==> src/verilog/drcd_pkg.sv <==
// Constants shared by the dual ratio clock divider modules
package drcd_pkg;
  localparam int CNT_W = 2;
  localparam int NUM_OUT = 4;
  // Last count of a half period, as half period minus one
  localparam logic [1:0] FIRST_LO_LAST = 2'h0;
  localparam logic [1:0] FIRST_HI_LAST = 2'h1;
  localparam logic [1:0] SECOND_LO_LAST = 2'h1;
  localparam logic [1:0] SECOND_HI_LAST = 2'h2;
  localparam logic [1:0] CNT_RESET = 2'h0;
  localparam logic [1:0] CNT_ONE = 2'h1;
  localparam logic GATE_RESET = 1'h0;
  localparam logic TRUE_RESET = 1'h0;
  localparam logic COMP_RESET = 1'h1;
endpackage

==> src/verilog/drcd_step_if.sv <==
// Link between the output stage and one half period counter
`timescale 1ns/100ps
`default_nettype none
interface drcd_step_if;
  logic step;
  logic srst;
  logic clear;
  logic ratio_hi;
  logic toggle;
  modport ctl (output step, output srst, output clear, output ratio_hi, input toggle);
  modport cnt (input step, input srst, input clear, input ratio_hi, output toggle);
endinterface
`default_nettype wire
==> src/verilog/drcd_divider.sv <==
// Dual ratio clock divider: divide by 2 or 4 and divide by 4 or 6 groups
// Summary of operation
// - Both dividers step on the same input clock edge, so shared edges align.
// - Gate changes take effect only while the input clock is low.
// - Gate input is captured on the falling edge of the input clock.
// - Both groups stay in step within one device without master clear.
// - With clear low, gate low and clock enable high, dividers advance on every rising edge.
// - With clear low and gate sampled high, all outputs hold.
// - Master clear high resets all outputs at once, ignoring clock and gate.
// - First select low divides by 2, high divides by 4.
// - Second select low divides by 4, high divides by 6.
// - Control inputs have no default level; driven low they give divide, not cleared, lower ratios.
// - Each group has two outputs with a true and a complement line.
`timescale 1ns/100ps
`default_nettype none
module drcd_divider
  import drcd_pkg::*;
(
  // Clock, enable and reset
  input wire logic i_ref_clk,
  input wire logic i_clk_en,
  input wire logic i_sys_rst,
  // Control pins
  input wire logic i_master_clear,
  input wire logic i_hold_gate,
  input wire logic i_ratio_pick_first,
  input wire logic i_ratio_pick_second,
  // First group outputs
  output logic [1:0] o_first_true,
  output logic [1:0] o_first_comp,
  // Second group outputs
  output logic [1:0] o_second_true,
  output logic [1:0] o_second_comp
);

  ////////////////////////////////////////////////////////////////////////////
  // Gate capture
  logic gate_reg;
  wire logic adv_w;

  // Falling edge capture means the gated clock only changes while low
  always_ff @(negedge i_ref_clk) begin
    if (i_sys_rst) begin
      gate_reg <= GATE_RESET;
    end else if (i_clk_en) begin
      gate_reg <= i_hold_gate;
    end
  end

  assign adv_w = i_clk_en && !gate_reg;

  ////////////////////////////////////////////////////////////////////////////
  // Half period counters, both stepped by the one advance term
  drcd_step_if first_if ();
  drcd_step_if second_if ();

  assign first_if.step = adv_w;
  assign first_if.srst = i_sys_rst;
  assign first_if.clear = i_master_clear;
  assign first_if.ratio_hi = i_ratio_pick_first;
  assign second_if.step = adv_w;
  assign second_if.srst = i_sys_rst;
  assign second_if.clear = i_master_clear;
  assign second_if.ratio_hi = i_ratio_pick_second;

  drcd_half_counter #(
    .LO_LAST(FIRST_LO_LAST),
    .HI_LAST(FIRST_HI_LAST)
  ) u_first_cnt (
    .i_ref_clk(i_ref_clk),
    .i_clk_en(i_clk_en),
    .ifc(first_if.cnt)
  );

  drcd_half_counter #(
    .LO_LAST(SECOND_LO_LAST),
    .HI_LAST(SECOND_HI_LAST)
  ) u_second_cnt (
    .i_ref_clk(i_ref_clk),
    .i_clk_en(i_clk_en),
    .ifc(second_if.cnt)
  );

  ////////////////////////////////////////////////////////////////////////////
  // Output stage: true and complement each from its own flop
  logic [NUM_OUT-1:0] true_reg;
  logic [NUM_OUT-1:0] comp_reg;
  wire logic [NUM_OUT-1:0] tog_w;

  assign tog_w = {second_if.toggle, second_if.toggle, first_if.toggle, first_if.toggle};

  for (genvar g = 0; g < NUM_OUT; g++) begin : g_out
    always_ff @(posedge i_ref_clk or posedge i_master_clear) begin
      if (i_master_clear) begin
        true_reg[g] <= TRUE_RESET;
        comp_reg[g] <= COMP_RESET;
      end else if (i_sys_rst) begin
        true_reg[g] <= TRUE_RESET;
        comp_reg[g] <= COMP_RESET;
      end else if (i_clk_en && tog_w[g]) begin
        true_reg[g] <= !true_reg[g];
        comp_reg[g] <= !comp_reg[g];
      end
    end
  end

  assign o_first_true = true_reg[1:0];
  assign o_first_comp = comp_reg[1:0];
  assign o_second_true = true_reg[3:2];
  assign o_second_comp = comp_reg[3:2];
endmodule
`default_nettype wire

==> src/verilog/drcd_half_counter.sv <==
// Half period counter for one divider group
`timescale 1ns/100ps
`default_nettype none
module drcd_half_counter
  import drcd_pkg::*;
#(
  parameter logic [1:0] LO_LAST = 2'h0,
  parameter logic [1:0] HI_LAST = 2'h1
) (
  // Clock and enable
  input wire logic i_ref_clk,
  input wire logic i_clk_en,
  // Control and toggle request
  drcd_step_if.cnt ifc
);
  logic [CNT_W-1:0] cnt_reg;
  logic [CNT_W-1:0] cnt_next;
  wire logic [CNT_W-1:0] last_w;

  assign last_w = ifc.ratio_hi ? HI_LAST : LO_LAST;
  // Compare with >= so a ratio change mid period cannot strand the count
  assign ifc.toggle = ifc.step && (cnt_reg >= last_w);
  assign cnt_next = ifc.toggle ? CNT_RESET : cnt_reg + CNT_ONE;

  always_ff @(posedge i_ref_clk or posedge ifc.clear) begin
    if (ifc.clear) begin
      cnt_reg <= CNT_RESET;
    end else if (ifc.srst) begin
      cnt_reg <= CNT_RESET;
    end else if (i_clk_en && ifc.step) begin
      cnt_reg <= cnt_next;
    end
  end
endmodule
`default_nettype wire

==> config.mk <==
export PLATFORM = sky130hd
export DESIGN_NAME = drcd_divider
export DESIGN_NICKNAME = d
export VERILOG_FILES = /design/src/verilog/drcd_pkg.sv /design/src/verilog/drcd_step_if.sv /design/src/verilog/drcd_divider.sv /design/src/verilog/drcd_half_counter.sv
export SDC_FILE = /design/constraint.sdc
export NUM_CORES = 1
export LEC_CHECK = 0
export ABC_AREA = 0
export BUFFER_PORTS_ARGS = -buffer_cell sky130_fd_sc_hd__buf_2
export CORE_MARGIN = 2
export CORE_UTILIZATION = 50
export DETAILED_ROUTE_END_ITERATION = 8
export PLACE_DENSITY = 0.75
export SLEW_MARGIN = 20
export SYNTH_ARGS = -nofsm -noshare
export SYNTH_HDL_FRONTEND = slang
export SYNTH_SLANG_ARGS = --single-unit
export TNS_END_PERCENT = 5
==> constraint.sdc <==
create_clock -name i_ref_clk -period 2.2 [get_ports i_ref_clk]
set_input_delay 0.22 -clock i_ref_clk [delete_from_list [all_inputs] [get_ports i_ref_clk]]
set_output_delay 0.22 -clock i_ref_clk [all_outputs]
set_load 0.1 [all_outputs]
**Yosys cells after proc, flatten, opt, wreduce, memory -nomap -nowiden**

Cells that the tools add are included.

- Bits of input ports: 7
- Flip-flop bits (word level): 13

- Reductions and logical operators: 18
- Add/subtract/negate cells: 2
- Multiplexer cells: 24
- Magnitude comparators: 2

Operators by type and width:

| operator | number |
|---|---|
| $mux 1 | 17 |
| $mux 2 | 7 |
| $logic_not 1->1 | 9 |
| $logic_and 1x1->1 | 6 |
| $reduce_bool 2->1 | 3 |
| $add 2x1->2 const B | 2 |
| $ge 2x2->1 | 2 |

**Depth between registers and ports, before layout**

- Word-level depth: 6
- Mapped depth: 6

**Modules after synthesis**

A second synthesis with hierarchy kept.

- Cells, all modules: 76
- Area total of the unflattened synthesis: 810.8 um^2

Modules (own cells, without submodules):

| module | seq. area each (um^2) | area an instance (um^2) | cells each | times used |
|---|---|---|---|---|
| drcd_divider | 225.2 | 481.7 | 42 | 1 |
| drcd_half_counter (u_second_cnt) | 50.0 | 186.4 | 20 | 1 |
| drcd_half_counter (u_first_cnt) | 50.0 | 142.6 | 14 | 1 |

==> metrics.csv <==
metric;value;unit
p_leak;0.000388;µW
setup_viol;0;
finalSetupTns;0;ns
skew;0.0565;ns
drt_iter0_drc;5;
wl;1070;µm
fill_cells;113;
cp-end-kind;flop;
syn2layout_area_growth;24.3;%
p_per_area;972;mW/mm²
rsz0062_at_grt;true;
place_ws;-0.00973;ns
worstPathMaxFanout;4;
vdd_drop_max;405;µV
ys.flop_type;dfrtp_1;
synthDistinctLibCells;26;
ys_seq_elements;13;
hold_slack;0.288;ns
first_global_vias;414;
crit_type;flop to flop;
grt_overflow;0;
worstSetupStartpointType;flop;
cts-root-buf;clkbuf_4;
first_pass_iters;2;
cp_cell_sequence;nand2b_4 > or3_4 > o21ai_2;
synth_fa_ha_area_frac;0.0574;
die_h;40.2;µm
cts_buffers;3;
dieArea;0.00161;mm²
placementRows;13;
synth_compound_area_frac;0.109;
synth_area_leader_cell;dfrtp_1;
cp.arrival;2.40;ns
hold_path_class;primary input to flop;
grt_antenna_before_repair;0;
final_cells;93;
grt_max_degree;13;
antenna_cells;0;
io_pins;15;
cap_violations;0;
netlist_top_cells_area;dfrtp_1, dfstp_2, xnor2_1;
synth.area.mux_share;0.0459;
synth_top_area_frac;0.306;
status;completed;
core;0.00125;mm²
slew-limit-headroom;0.673;
nets;89;
cp.required;2.41;ns
yosysSeqAreaShare;0.497;
via_count;472;
floorplan.initialDensity;0.522;
clk_pin_slew;0.08;ns
synth_edf_count;0;
h-tree-depth;1;
synth_xor_xnor_area_share;0.0669;
drive_above_1_share;0.436;
insertion_delay;0.33;ns
fin_area;813;µm²
place_area;746;µm²
async_flop_share;0.923;
gp_congestion;0.774;
io_buffers;14;
dieWidth;40.2;µm
grt_pass1_wl;1700;µm
gr-usage-all-layers;0.166;
yosys_warnings;0;
cts_post_setup_buffers_inserted;0;
clock_path_buffers;2;
tritoncts;done;
syn_inst;59;
synth_area;654;µm²
drtAntennaViolNets;0;
synth.most_common_cell;dfrtp_1;
drcViolationCount;0;
synth-simple-area-share;0.187;
tightest_slew;0.494;ns
finalHoldViolCount;0;
syn-mean-instance-area;11.1;µm²
via_per_inst;5.08;
synth_common_cells;dfrtp_1, inv_1, xnor2_1, dfstp_2, o21ai_0;
max_stage_delay;0.39;ns
synth_top_family_by_area;simple AND/OR/NAND/NOR gates;
placedCellCount;88;
syn_nets;69;
wl_per_cell;11.5;µm
worst_slack;0.00683;ns
cp_slowest_cell;or3_4;
slew_violations;0;
clkSinkCount;13;
-- repair_timing --
item / in CTS / in global routing
pin swaps: 1 / 2
hold endpoints to repair: 8 / 0
resized for setup: 6 / 5
setup endpoints to repair: 9 / 8
hold buffers: 1 / 0
-- stage by stage --
stage           util  power (µW)
2_1_floorplan      -         589
3_3_place_gp   0.595         631
3_5_place_dp   0.595         637
4_1_cts        0.643         793
5_1_grt        0.649         833
6_report       0.649         791
-- final cells by class --
class | instances | area, µm² | area share
Clock buffer | 4 | 26.3 | 0.0323
Clock inverter | 1 | 3.75 | 0.00462
Inverter | 4 | 15.0 | 0.0185
Multi-Input combinational cell | 40 | 335 | 0.412
Sequential cell | 13 | 327 | 0.402
Tap cell | 15 | 18.8 | 0.0231
Timing Repair Buffer | 16 | 87.6 | 0.108
-- logic make-up (layout without fill, tap and decap cells) --
| kind of cell | count (synthesis) | in the layout |
|---|---|---|
| AO/OA/AOI/OAI | 10 | 10 |
| XOR/XNOR | 5 | 5 |
| adder cells (fa/ha/maj) | 3 | 3 |
| buffers and inverters | 6 | 25 |
| flip-flops | 13 | 13 |
| multiplexers | 3 | 3 |
| AND/OR/NAND/NOR | 19 | 19 |
-- power breakdown --
group / switching (µW) / internal, µW / leakage (µW)
Combinational: 250 / 84.6 / 0.000210
Sequential: 25.0 / 280 / 0.000157
Clock: 78.7 / 72.6 / 0.0000203
Total: 353 / 437 / 0.000388
-- path summary, 6_finish.rpt --
check,startpoint,end,slack [ns],depth (start not counted)
worst max-delay path,gate_reg,o_second_true[0],0.007,3
worst min register to register,u_second_cnt.cnt_reg[0],u_second_cnt.cnt_reg[0],0.48,1
worst min-delay path,i_sys_rst,o_first_true[1],0.29,2
worst max register to register,gate_reg,o_second_true[0],0.007,3
max in group asynchronous,i_master_clear,o_first_comp[1],1.37,3
min in group asynchronous,i_master_clear,o_second_true[1],0.49,3
-- placed cells by master, fill, tap and decap left out --
cell type / n
buf_2: 14
dfrtp_1: 8
inv_1: 5
xnor2_1: 5
dfstp_2: 4
mux2i_1: 3
o21ai_1: 3
nor2_1: 3
ha_1: 3
clkbuf_4: 3
nand2b_4: 2
nor2_4: 2
nor3_1: 2
o21ai_2: 2
nand2b_1: 2
nand2_1: 2
a211oi_4: 1
and2b_2: 1
a21o_2: 1
nor4b_2: 1
a21o_1: 1
or2_1: 1
or3_4: 1
o21ai_0: 1
nor3b_1: 1
nand3_1: 1
a21oi_1: 1
clkbuf_1: 1
dfxtp_2: 1
dlygate4sd3_1: 1
buf_4: 1
-- metal layers --
| metal | track usage | wire, µm | up-vias |
|---|---|---|---|
| met1 | 0.210 | 477 | 224 |
| met3 | 0.0333 | 40 | 2 |
| met4 | 0.100 | 16 | 0 |
| met5 | 0 | 0 | - |
| li1 | - | - | 235 |
| met2 | 0.258 | 534 | 11 |
-- worst max-delay path, delay by kind of cell (launching register included) --
family,cells,cell delay (ns)
compound gates,1,0.12
flops,1,0.31
simple gates,2,0.55
(Power assumes the default switching activity.)
